--- src/core/ttssl_pkg.sv ---
package ttssl_pkg;
  localparam int IDX_W = 10;
  localparam logic [IDX_W-1:0] IDX_TX_IO_CONFIG = 10'h184;
  localparam logic [IDX_W-1:0] IDX_TX_LATCHED_STATUS = 10'h190;
  localparam logic [IDX_W-1:0] IDX_TX_REALTIME_STATUS = 10'h191;
  localparam logic [IDX_W-1:0] IDX_TX_INTERRUPT_MASK = 10'h1A0;
  localparam logic [IDX_W-1:0] IDX_CHAN_LOOPBACK_LO = 10'h1D0;
  localparam logic [IDX_W-1:0] IDX_CHAN_LOOPBACK_MID = 10'h1D1;
  localparam logic [IDX_W-1:0] IDX_CHAN_LOOPBACK_HI = 10'h1D2;
  localparam logic [IDX_W-1:0] IDX_TX_CONTROL = 10'h1F0;
  localparam int ST_CLOCK_LOSS = 0;
  localparam int ST_CLOCK_RESTORED = 1;
  localparam int ST_MULTIFRAME = 2;
  localparam int ST_DENSITY = 3;
  localparam int ST_SLC = 4;
  localparam logic [7:0] STATUS_USED = 8'h1F;
  localparam logic [7:0] CTRL_USED = 8'h07;
  localparam int CTRL_LOSS_PIN_EN = 0;
  localparam int CTRL_SLC_EN = 1;
  localparam int CTRL_D4_MODE = 2;
  localparam logic [7:0] REG_RESET = 8'h00;
  localparam logic [7:0] LAST_BIT = 8'hC0;
  localparam logic [7:0] FIRST_BIT = 8'h00;
  localparam logic [7:0] SECOND_BIT = 8'h01;
  localparam int CHAN_SHIFT = 3;
  localparam logic [4:0] MF_LAST_D4 = 5'h0B;
  localparam logic [4:0] MF_LAST_ESF = 5'h17;
  localparam logic [6:0] SLC_LAST = 7'h47;
  localparam int SIG_FRAME_SPACING = 6;
  localparam logic [3:0] DENSITY_MAX_ZEROS = 4'hF;
  localparam int MCLK_PERIOD_NS = 10;
  localparam int TXCLK_PERIOD_NS_DEF = 648;
  localparam int LOSS_PERIODS = 3;
  localparam int PIN_TXCLK = 0;
  localparam int PIN_TXSYNC = 1;
  localparam int PIN_HIGHSPEED_SYNC_PIN = 2;
  localparam int PIN_BPDATA = 3;
  localparam int PIN_RXDATA = 4;
  localparam int PIN_COUNT = 5;
  localparam logic [1:0] RESP_OKAY = 2'h0;
  localparam logic [1:0] RESP_SLVERR = 2'h2;
  typedef struct packed {
    logic clock_invert;
    logic sync_invert;
    logic hs_sync_invert;
    logic hs_rate_high;
    logic hs_mf_mode;
    logic sync_is_output;
    logic sync_double;
    logic sync_mf_mode;
  } ttssl_iocfg_type;
  typedef struct packed {
    logic [7:0] bit_pos;
    logic [4:0] frame;
    logic [6:0] slc_frame;
  } ttssl_pos_type;
endpackage

--- src/core/ttssl_core.sv ---
// The AXI4-Lite register port was chosen for this implementation.
`timescale 1ns/10ps
`default_nettype none
module ttssl_core
  import ttssl_pkg::*;
#(
  parameter int AXI_ADDR_W = 12,
  parameter int TXCLK_PERIOD_NS = TXCLK_PERIOD_NS_DEF
) (
  // Clock and reset
  input wire logic mclk,
  input wire logic rstn,
  // AXI4-Lite register slave
  input wire logic [AXI_ADDR_W-1:0] s_axi_awaddr,
  input wire logic s_axi_awvalid,
  output logic s_axi_awready,
  input wire logic [31:0] s_axi_wdata,
  input wire logic [3:0] s_axi_wstrb,
  input wire logic s_axi_wvalid,
  output logic s_axi_wready,
  output logic [1:0] s_axi_bresp,
  output logic s_axi_bvalid,
  input wire logic s_axi_bready,
  input wire logic [AXI_ADDR_W-1:0] s_axi_araddr,
  input wire logic s_axi_arvalid,
  output logic s_axi_arready,
  output logic [31:0] s_axi_rdata,
  output logic [1:0] s_axi_rresp,
  output logic s_axi_rvalid,
  input wire logic s_axi_rready,
  // Backplane and transmit pins
  input wire logic tx_clock_in,
  input wire logic tx_sync_pin_in,
  output logic tx_sync_pin_out,
  output logic tx_sync_pin_oe,
  input wire logic highspeed_sync_pin,
  input wire logic backplane_tx_serial,
  input wire logic rx_loop_serial,
  output logic tx_line_data,
  output logic tx_clock_loss_pin,
  output logic highspeed_clock_rate_sel,
  // Device interrupt
  input wire logic other_irq_pending,
  output logic host_alert_n
);
  localparam int LOSS_TIME_NS = LOSS_PERIODS * TXCLK_PERIOD_NS;
  localparam int LOSS_CYCLES = (LOSS_TIME_NS + MCLK_PERIOD_NS - 1) / MCLK_PERIOD_NS;
  localparam int LOSS_CNT_W = $clog2(LOSS_CYCLES + 1);
  localparam logic [LOSS_CNT_W-1:0] LOSS_LIMIT = LOSS_CNT_W'(LOSS_CYCLES);

  function automatic logic [4:0] chan_of(input logic [7:0] pos);
    logic [7:0] off;
    off = pos - SECOND_BIT;
    return off[CHAN_SHIFT+4:CHAN_SHIFT];
  endfunction

  function automatic logic sig_frame(input logic [4:0] fr);
    return (int'(fr) % SIG_FRAME_SPACING) == (SIG_FRAME_SPACING - 1);
  endfunction

  function automatic logic idx_known(input logic [IDX_W-1:0] idx);
    case (idx)
      IDX_TX_IO_CONFIG, IDX_TX_LATCHED_STATUS, IDX_TX_REALTIME_STATUS,
      IDX_TX_INTERRUPT_MASK, IDX_CHAN_LOOPBACK_LO, IDX_CHAN_LOOPBACK_MID,
      IDX_CHAN_LOOPBACK_HI, IDX_TX_CONTROL: return 1'b1;
      default: return 1'b0;
    endcase
  endfunction

  ttssl_iocfg_type cfg_reg;
  ttssl_pos_type pos_reg;
  logic [7:0] status_reg, mask_reg, ctrl_reg;
  logic [23:0] loop_en_reg;
  logic [PIN_COUNT-1:0] sync1_reg, sync2_reg, sync3_reg, pin_stable_reg;
  logic [PIN_COUNT-1:0] pins_in;
  logic clk_prev_reg, loss_reg, loss_prev_reg;
  logic [LOSS_CNT_W-1:0] idle_cnt_reg;
  logic [3:0] zero_run_reg;
  logic aw_free_reg, w_free_reg, ar_free_reg, bvalid_reg, rvalid_reg;
  logic [IDX_W-1:0] wr_idx_reg;
  logic [7:0] wdata_reg, rdata_reg;
  logic wstrb0_reg;
  logic [1:0] bresp_reg, rresp_reg;
  logic sync_out_reg, sync_oe_reg, line_data_reg, loss_pin_reg, rate_reg, alert_n_reg;

  // Pin synchronisers; a level counts once stages two and three agree.
  assign pins_in = {rx_loop_serial, backplane_tx_serial, highspeed_sync_pin,
                    tx_sync_pin_in, tx_clock_in};
  for (genvar g = 0; g < PIN_COUNT; g++) begin : g_sync
    always_ff @(posedge mclk or negedge rstn) begin
      if (!rstn) begin
        sync1_reg[g] <= 1'b0;
        sync2_reg[g] <= 1'b0;
        sync3_reg[g] <= 1'b0;
        pin_stable_reg[g] <= 1'b0;
      end else begin
        sync1_reg[g] <= pins_in[g];
        sync2_reg[g] <= sync1_reg[g];
        sync3_reg[g] <= sync2_reg[g];
        if (sync2_reg[g] == sync3_reg[g]) begin
          pin_stable_reg[g] <= sync3_reg[g];
        end
      end
    end
  end

  logic clk_now, clk_toggle, bit_edge;
  assign clk_now = pin_stable_reg[PIN_TXCLK];
  assign clk_toggle = clk_now != clk_prev_reg;
  assign bit_edge = cfg_reg.clock_invert ? (clk_prev_reg && !clk_now) : (!clk_prev_reg && clk_now);

  // Loss of clock: no transition for LOSS_PERIODS periods of TXCLK_PERIOD_NS, both fixed by parameter.
  always_ff @(posedge mclk or negedge rstn) begin
    if (!rstn) begin
      clk_prev_reg <= 1'b0;
      idle_cnt_reg <= '0;
      loss_reg <= 1'b0;
      loss_prev_reg <= 1'b0;
    end else begin
      clk_prev_reg <= clk_now;
      loss_prev_reg <= loss_reg;
      if (clk_toggle) begin
        idle_cnt_reg <= '0;
        loss_reg <= 1'b0;
      end else if (idle_cnt_reg == LOSS_LIMIT) begin
        loss_reg <= 1'b1;
      end else begin
        idle_cnt_reg <= idle_cnt_reg + 1'b1;
      end
    end
  end

  logic sync_level, hs_level, align_frame, align_mf, wrap, mf_evt, slc_evt;
  logic [4:0] mf_last;
  assign sync_level = pin_stable_reg[PIN_TXSYNC] ^ cfg_reg.sync_invert;
  assign hs_level = pin_stable_reg[PIN_HIGHSPEED_SYNC_PIN] ^ cfg_reg.hs_sync_invert;
  assign align_frame = (!cfg_reg.sync_is_output && sync_level) || hs_level;
  assign align_mf = hs_level && cfg_reg.hs_mf_mode;
  assign mf_last = ctrl_reg[CTRL_D4_MODE] ? MF_LAST_D4 : MF_LAST_ESF;
  assign wrap = align_frame || (pos_reg.bit_pos == LAST_BIT);
  // Greater-or-equal, so that a switch to the shorter framing wraps at the next frame end.
  assign mf_evt = bit_edge && wrap && (align_mf || pos_reg.frame >= mf_last);
  assign slc_evt = bit_edge && wrap && ctrl_reg[CTRL_SLC_EN] &&
                   (align_mf || pos_reg.slc_frame == SLC_LAST);

  // Bit, frame and 72-frame position, realigned by sync inputs.
  always_ff @(posedge mclk or negedge rstn) begin
    if (!rstn) begin
      pos_reg <= '0;
    end else if (bit_edge) begin
      if (wrap) begin
        pos_reg.bit_pos <= FIRST_BIT;
        if (align_mf || pos_reg.frame >= mf_last) begin
          pos_reg.frame <= '0;
        end else begin
          pos_reg.frame <= pos_reg.frame + 1'b1;
        end
        if (align_mf || pos_reg.slc_frame == SLC_LAST) begin
          pos_reg.slc_frame <= '0;
        end else begin
          pos_reg.slc_frame <= pos_reg.slc_frame + 1'b1;
        end
      end else begin
        pos_reg.bit_pos <= pos_reg.bit_pos + 1'b1;
      end
    end
  end

  logic loop_sel, line_bit, dens_evt, sync_pulse;
  assign loop_sel = (pos_reg.bit_pos != FIRST_BIT) && loop_en_reg[chan_of(pos_reg.bit_pos)];
  assign line_bit = loop_sel ? pin_stable_reg[PIN_RXDATA] : pin_stable_reg[PIN_BPDATA];
  // Only the fifteen-zero run is checked; the sliding ones-density window is not.
  assign dens_evt = bit_edge && !line_bit && (zero_run_reg == DENSITY_MAX_ZEROS);
  assign sync_pulse = cfg_reg.sync_mf_mode ?
      (pos_reg.frame == '0 && pos_reg.bit_pos == FIRST_BIT) :
      (pos_reg.bit_pos == FIRST_BIT ||
       (cfg_reg.sync_double && sig_frame(pos_reg.frame) && pos_reg.bit_pos == SECOND_BIT));

  // Line data, density run and sync output, all advanced on the bit edge.
  always_ff @(posedge mclk or negedge rstn) begin
    if (!rstn) begin
      line_data_reg <= 1'b0;
      zero_run_reg <= '0;
      sync_out_reg <= 1'b0;
    end else if (bit_edge) begin
      line_data_reg <= line_bit;
      if (line_bit) begin
        zero_run_reg <= '0;
      end else if (zero_run_reg != DENSITY_MAX_ZEROS) begin
        zero_run_reg <= zero_run_reg + 1'b1;
      end
      sync_out_reg <= sync_pulse ^ cfg_reg.sync_invert;
    end
  end

  // AXI4-Lite handshakes; the write waits until any response is taken.
  logic wr_fire, ar_take, clr_hit;
  logic [IDX_W-1:0] rd_idx;
  assign wr_fire = !aw_free_reg && !w_free_reg && !bvalid_reg;
  assign ar_take = s_axi_arvalid && ar_free_reg;
  assign rd_idx = s_axi_araddr[IDX_W+1:2];
  assign clr_hit = wr_fire && wstrb0_reg && (wr_idx_reg == IDX_TX_LATCHED_STATUS);

  always_ff @(posedge mclk or negedge rstn) begin
    if (!rstn) begin
      aw_free_reg <= 1'b1;
      w_free_reg <= 1'b1;
      bvalid_reg <= 1'b0;
      bresp_reg <= RESP_OKAY;
      wr_idx_reg <= '0;
      wdata_reg <= REG_RESET;
      wstrb0_reg <= 1'b0;
    end else begin
      if (s_axi_awvalid && aw_free_reg) begin
        aw_free_reg <= 1'b0;
        wr_idx_reg <= s_axi_awaddr[IDX_W+1:2];
      end
      if (s_axi_wvalid && w_free_reg) begin
        w_free_reg <= 1'b0;
        wdata_reg <= s_axi_wdata[7:0];
        wstrb0_reg <= s_axi_wstrb[0];
      end
      if (wr_fire) begin
        aw_free_reg <= 1'b1;
        w_free_reg <= 1'b1;
        bvalid_reg <= 1'b1;
        bresp_reg <= idx_known(wr_idx_reg) ? RESP_OKAY : RESP_SLVERR;
      end else if (bvalid_reg && s_axi_bready) begin
        bvalid_reg <= 1'b0;
      end
    end
  end

  // Software-written registers.
  always_ff @(posedge mclk or negedge rstn) begin
    if (!rstn) begin
      cfg_reg <= REG_RESET;
      mask_reg <= REG_RESET;
      ctrl_reg <= REG_RESET;
      loop_en_reg <= '0;
    end else if (wr_fire && wstrb0_reg) begin
      case (wr_idx_reg)
        IDX_TX_IO_CONFIG: cfg_reg <= wdata_reg;
        IDX_TX_INTERRUPT_MASK: mask_reg <= wdata_reg & STATUS_USED;
        IDX_TX_CONTROL: ctrl_reg <= wdata_reg & CTRL_USED;
        IDX_CHAN_LOOPBACK_LO: loop_en_reg[7:0] <= wdata_reg;
        IDX_CHAN_LOOPBACK_MID: loop_en_reg[15:8] <= wdata_reg;
        IDX_CHAN_LOOPBACK_HI: loop_en_reg[23:16] <= wdata_reg;
        default: ;
      endcase
    end
  end

  // Latched status: a new event in the cycle of its clear wins.
  logic [7:0] set_vec, clr_vec;
  assign set_vec = {3'h0, slc_evt, dens_evt, mf_evt, !loss_reg && loss_prev_reg,
                    loss_reg && !loss_prev_reg};
  assign clr_vec = clr_hit ? wdata_reg : 8'h00;
  always_ff @(posedge mclk or negedge rstn) begin
    if (!rstn) begin
      status_reg <= REG_RESET;
    end else begin
      status_reg <= ((status_reg & ~clr_vec) | set_vec) & STATUS_USED;
    end
  end

  // Reads are captured once, so the value holds steady until rready.
  always_ff @(posedge mclk or negedge rstn) begin
    if (!rstn) begin
      ar_free_reg <= 1'b1;
      rvalid_reg <= 1'b0;
      rdata_reg <= REG_RESET;
      rresp_reg <= RESP_OKAY;
    end else if (ar_take) begin
      ar_free_reg <= 1'b0;
      rvalid_reg <= 1'b1;
      rresp_reg <= idx_known(rd_idx) ? RESP_OKAY : RESP_SLVERR;
      case (rd_idx)
        IDX_TX_IO_CONFIG: rdata_reg <= cfg_reg;
        IDX_TX_LATCHED_STATUS: rdata_reg <= status_reg;
        IDX_TX_REALTIME_STATUS: rdata_reg <= {7'h00, loss_reg};
        IDX_TX_INTERRUPT_MASK: rdata_reg <= mask_reg;
        IDX_TX_CONTROL: rdata_reg <= ctrl_reg;
        IDX_CHAN_LOOPBACK_LO: rdata_reg <= loop_en_reg[7:0];
        IDX_CHAN_LOOPBACK_MID: rdata_reg <= loop_en_reg[15:8];
        IDX_CHAN_LOOPBACK_HI: rdata_reg <= loop_en_reg[23:16];
        default: rdata_reg <= REG_RESET;
      endcase
    end else if (rvalid_reg && s_axi_rready) begin
      rvalid_reg <= 1'b0;
      ar_free_reg <= 1'b1;
    end
  end

  // Pin-side outputs and the alert.
  always_ff @(posedge mclk or negedge rstn) begin
    if (!rstn) begin
      sync_oe_reg <= 1'b0;
      loss_pin_reg <= 1'b0;
      rate_reg <= 1'b0;
      alert_n_reg <= 1'b1;
    end else begin
      sync_oe_reg <= cfg_reg.sync_is_output;
      loss_pin_reg <= loss_reg && ctrl_reg[CTRL_LOSS_PIN_EN];
      rate_reg <= cfg_reg.hs_rate_high;
      alert_n_reg <= !((|(status_reg & mask_reg)) || other_irq_pending);
    end
  end

  assign s_axi_awready = aw_free_reg;
  assign s_axi_wready = w_free_reg;
  assign s_axi_bvalid = bvalid_reg;
  assign s_axi_bresp = bresp_reg;
  assign s_axi_arready = ar_free_reg;
  assign s_axi_rvalid = rvalid_reg;
  assign s_axi_rresp = rresp_reg;
  assign s_axi_rdata = {24'h000000, rdata_reg};
  assign tx_sync_pin_out = sync_out_reg;
  assign tx_sync_pin_oe = sync_oe_reg;
  assign tx_line_data = line_data_reg;
  assign tx_clock_loss_pin = loss_pin_reg;
  assign highspeed_clock_rate_sel = rate_reg;
  assign host_alert_n = alert_n_reg;
endmodule // ttssl_core
`default_nettype wire

--- config.mk ---
export PLATFORM = sky130hd
export DESIGN_NAME = ttssl_core
export DESIGN_NICKNAME = d
export VERILOG_FILES = /design/src/core/ttssl_pkg.sv /design/src/core/ttssl_core.sv
export SDC_FILE = /design/constraint.sdc
export NUM_CORES = 1
export LEC_CHECK = 0
export BUFFER_PORTS_ARGS = -buffer_cell sky130_fd_sc_hd__buf_2
export CAP_MARGIN = 15
export CORE_MARGIN = 5
export CORE_UTILIZATION = 45
export CTS_CLUSTER_DIAMETER = 100
export DETAILED_ROUTE_END_ITERATION = 10
export MAX_ROUTING_LAYER = met4
export PLACE_DENSITY = 0.66
export SETUP_SLACK_MARGIN = 0.15
export SLEW_MARGIN = 20
export SYNTH_ARGS = -nofsm -noshare
export SYNTH_HDL_FRONTEND = slang
export SYNTH_SLANG_ARGS = --single-unit
--- constraint.sdc ---
create_clock -name mclk -period 6.6 [get_ports mclk]
set_clock_uncertainty 0.15 [all_clocks]
set_input_delay 0.66 -clock mclk [delete_from_list [all_inputs] [get_ports mclk]]
set_output_delay 0.66 -clock mclk [all_outputs]
set_load 0.01 [all_outputs]
==> summary.txt <==
Layout
  – N_diodes: 0
  – Commonest non-fill, non-tap cell in the layout: dfrtp_1
  – Max reg flops: 24
  – Post-route cell area: slightly above 0.008 sq mm
  – Multi-input logic area: about 0.0034 sq mm
  – Final #Nets: ~800
  – Reg area: around 0.0035 sq mm
  – Share of post-route cells with drive strength above 1: 0.254
  – Commonest cells after routing, fill and taps aside: 136 x dfrtp_1, 64 x mux2_2, 61 x nand2_1, 61 x buf_2, 38 x o21ai_0
  – Post-Layout Cell Count: 940
  – P&R area growth vs syn: 13.6%
  – Filler cells: around 1,400

Synthesis
  – Compound-cell area share of the yosys netlist: 0.130
  – Synthesis Warnings: 0
  – Largest family of logic cells by synthesized area: simple AND/OR/NAND/NOR gates
  – Seq/Total Area, Yosys: 0.491
  – Synth area leader: dfrtp_1
  – Mapped Cells: 650
  – Syn avg cell area: about 11 sq um
  – Yosys reg bits: 140
  – Mux share of post-synthesis cell area: 0.115
  – Simple-gate share of the synthesized area: 0.162
  – Post-synth EDFFs: 0
  – Post-synth design cell area: 0.00715 sq mm
  – Post-synth top area share: 0.476
  – Ys async rst share: 1.00
  – Adder-Cell Fraction of Synth Area: 0.0350
  – Top FF cell, synth: dfrtp_1
  – Synth area leaders: dfrtp_1 48%, mux2_2 10%, nand2_1 3.2%
  – Post-synthesis xor/xnor area fraction: 0.0147
  – Cell variety after synth: 79

Worst setup path
  – CP Launch Point: pos_reg[15]
  – Crit Path Category: flop to flop
  – Worst Path Max Fanout: 20
  – CP Launch Type: flop
  – Reg-to-reg endpoint: zero_run_reg[1]
  – Worst flop-to-flop path startpoint: pos_reg[15]
  – Arrival time of the worst setup path: 3420 ps
  – Reg2reg path depth: 8
  – CP Capture Type: flop
  – Crit path to: zero_run_reg[1]
  – Required time of the critical path: about 6800 ps
  – Worst R2R Setup Slack: about 3300 ps

Route
  – DR WL/cell: roughly 17 um
  – Via density: 5.65
  – Drt first pass iters: 5
  – DRC errors left: 0
  – Vias: about 5,300
  – DR iter-0 viols: around 330
  – Drt total wl: ~16,000 um
  – ANT nets after route: 0

Timing
  – TNS Setup: 0 ps
  – Fmax: about 0.31 GHz
  – Final Hold Viols: 0
  – Final setup margin: roughly 3300 ps
  – RSZ-0062 raised after global routing: no
  – Final Max Slew Viols: 0
  – Final Critical Period: 3280 ps
  – Hold WS: 51.5 ps
  – Max_slew headroom: 0.295
  – Endpoints failing setup: 0
  – Worst Tran Pin Value: 1050 ps
  – Final period util: 0.496

Floorplan
  – Die Height: approximately 140 um
  – Die X: between 100 and 150 um
  – Initial core utilization: 0.455
  – I/O pin count: 120
  – Core area: approximately 0.016 sq mm
  – Num rows: 46
  – Full die area: between 0.015 and 0.02 sq mm

Global routing
  – Grt ovf: 0
  – Gr usage total: 0.188
  – Vias in the first global route: approximately 5,300
  – Initial antenna violation count: 0
  – Largest net degree at the start of global routing: between 80 and 90
  – First-pass GRT wire length: roughly 27,000 um

Pwr
  – PD cells: around 320 mW/mm^2
  – Maximum vdd drop: 201 uV
  – Leakage: between 3 and 4 nW

Placement
  – Final GP Congestion: 0.939
  – Post-Place Worst Slack: around 3400 ps
  – Placed inst area: about 0.0075 sq mm
  – Final HPWL DP: 11,600 um
  – Placed insts: approximately 910
  – Port bufs: 62

CTS
  – CTS tree: yes
  – Clk root buf: clkbuf_16
  – TritonCTS buffer count: 17
  – Number of H-tree levels: 4
  – Worst-path clk slew: roughly 50 ps
  – Clock latency on the worst-skew pair: between 400 and 500 ps
  – CTS resizes: 0
  – Clock Tree Buf Depth: 2
  – Post-CTS setup buffer count: 0
  – Hold_buf cts: 0
  – CTS sink cnt: 140

Flow run
  – Maxcap violations: 0

Min path
  – Min-Delay Path Class: input pin to asynchronous set/reset pin

Run status
  – Outcome: finished, final reports clean
-- power by group --
group / switching [W] / internal, W / total (W)
sequential: 0.000175 / 0.00101 / 0.00118
clock: 0.000338 / 0.000564 / 0.000901
combinational: 0.000277 / 0.000239 / 0.000516
total: 0.000790 / 0.00181 / 0.00260
-- synthesized netlist by cell type, types with 5 or more instances --
| master | count |
|---|---|
| nor4_1 | 7 |
| and2_1 | 9 |
| clkbuf_1 | 12 |
| inv_1 | 18 |
| nand2_1 | 61 |
| a222oi_1 | 8 |
| buf_4 | 26 |
| a221oi_1 | 6 |
| maj3_1 | 5 |
| nor2b_1 | 6 |
| o31ai_1 | 6 |
| xnor2_1 | 10 |
| mux2i_1 | 5 |
| a31oi_1 | 5 |
| dfrtp_1 | 136 |
| and3_1 | 17 |
| nor2_1 | 22 |
| ha_1 | 16 |
| nand2b_1 | 12 |
| buf_6 | 5 |
| o21ai_0 | 38 |
| a21o_1 | 7 |
| mux2_2 | 64 |
| a21oi_1 | 20 |
| nand3_1 | 25 |
| nor3_1 | 9 |
| a22oi_1 | 5 |
-- worst max-delay path: stages (launching register included) --
cell	delay, ps
dfrtp_1	520
or4_4	710
nand2_2	260
mux4_1	560
or2_1	230
nand4_2	130
nand4_4	140
a31o_1	260
a32o_1	200
-- worst min path at each step --
stage	from	depth (start not counted)	endpoint	slack (ps)
5_1_grt	rstn	1	wr_idx_reg[9]	100
4_1_cts	rstn	1	s_axi_bvalid	70
6_report	rstn	1	s_axi_bvalid	50
2_1_floorplan	sync1_reg[0]	0	sync2_reg[0]	180
3_5_place_dp	sync1_reg[4]	0	sync2_reg[4]	190
3_3_place_gp	sync1_reg[3]	0	sync2_reg[3]	180
-- metrics by stage --
stage               total power (W)   util
detailed placement          0.00170  0.480
finish                      0.00260  0.517
global placement            0.00167  0.480
global route                0.00275  0.517
CTS                         0.00262  0.515
floorplan                   0.00155      -
-- kinds of logic (layout without fill, tap and decap cells) --
logic type,Yosys count,after routing
simple gates,207,207
buf+inv,64,113
flops,140,140
fa+ha+maj,21,21
mux,71,71
compound gates,134,134
xor+xnor,12,12
other cells,1,26
-- cell type report --
type / instances / area share
repair buffers: 64 / 0.0413
well taps: 216 / 0.0333
multi-input cells: 471 / 0.416
inverters: 18 / 0.00832
clock buffers: 24 / 0.0569
flip-flops and latches: 140 / 0.432
clock inverters: 7 / 0.0117
-- routing by layer --
metal  routed length, um  vias up  global-route usage  share of wire
met4                 390        0              0.0705          0.024
li1                    -     2463                   -              -
met3                 750       36              0.0400          0.046
met1                7170     2661               0.235           0.44
met5                   0        -                   -              0
met2                7840      154               0.300           0.49
Note: power is estimated with default switching activity, not from simulation.
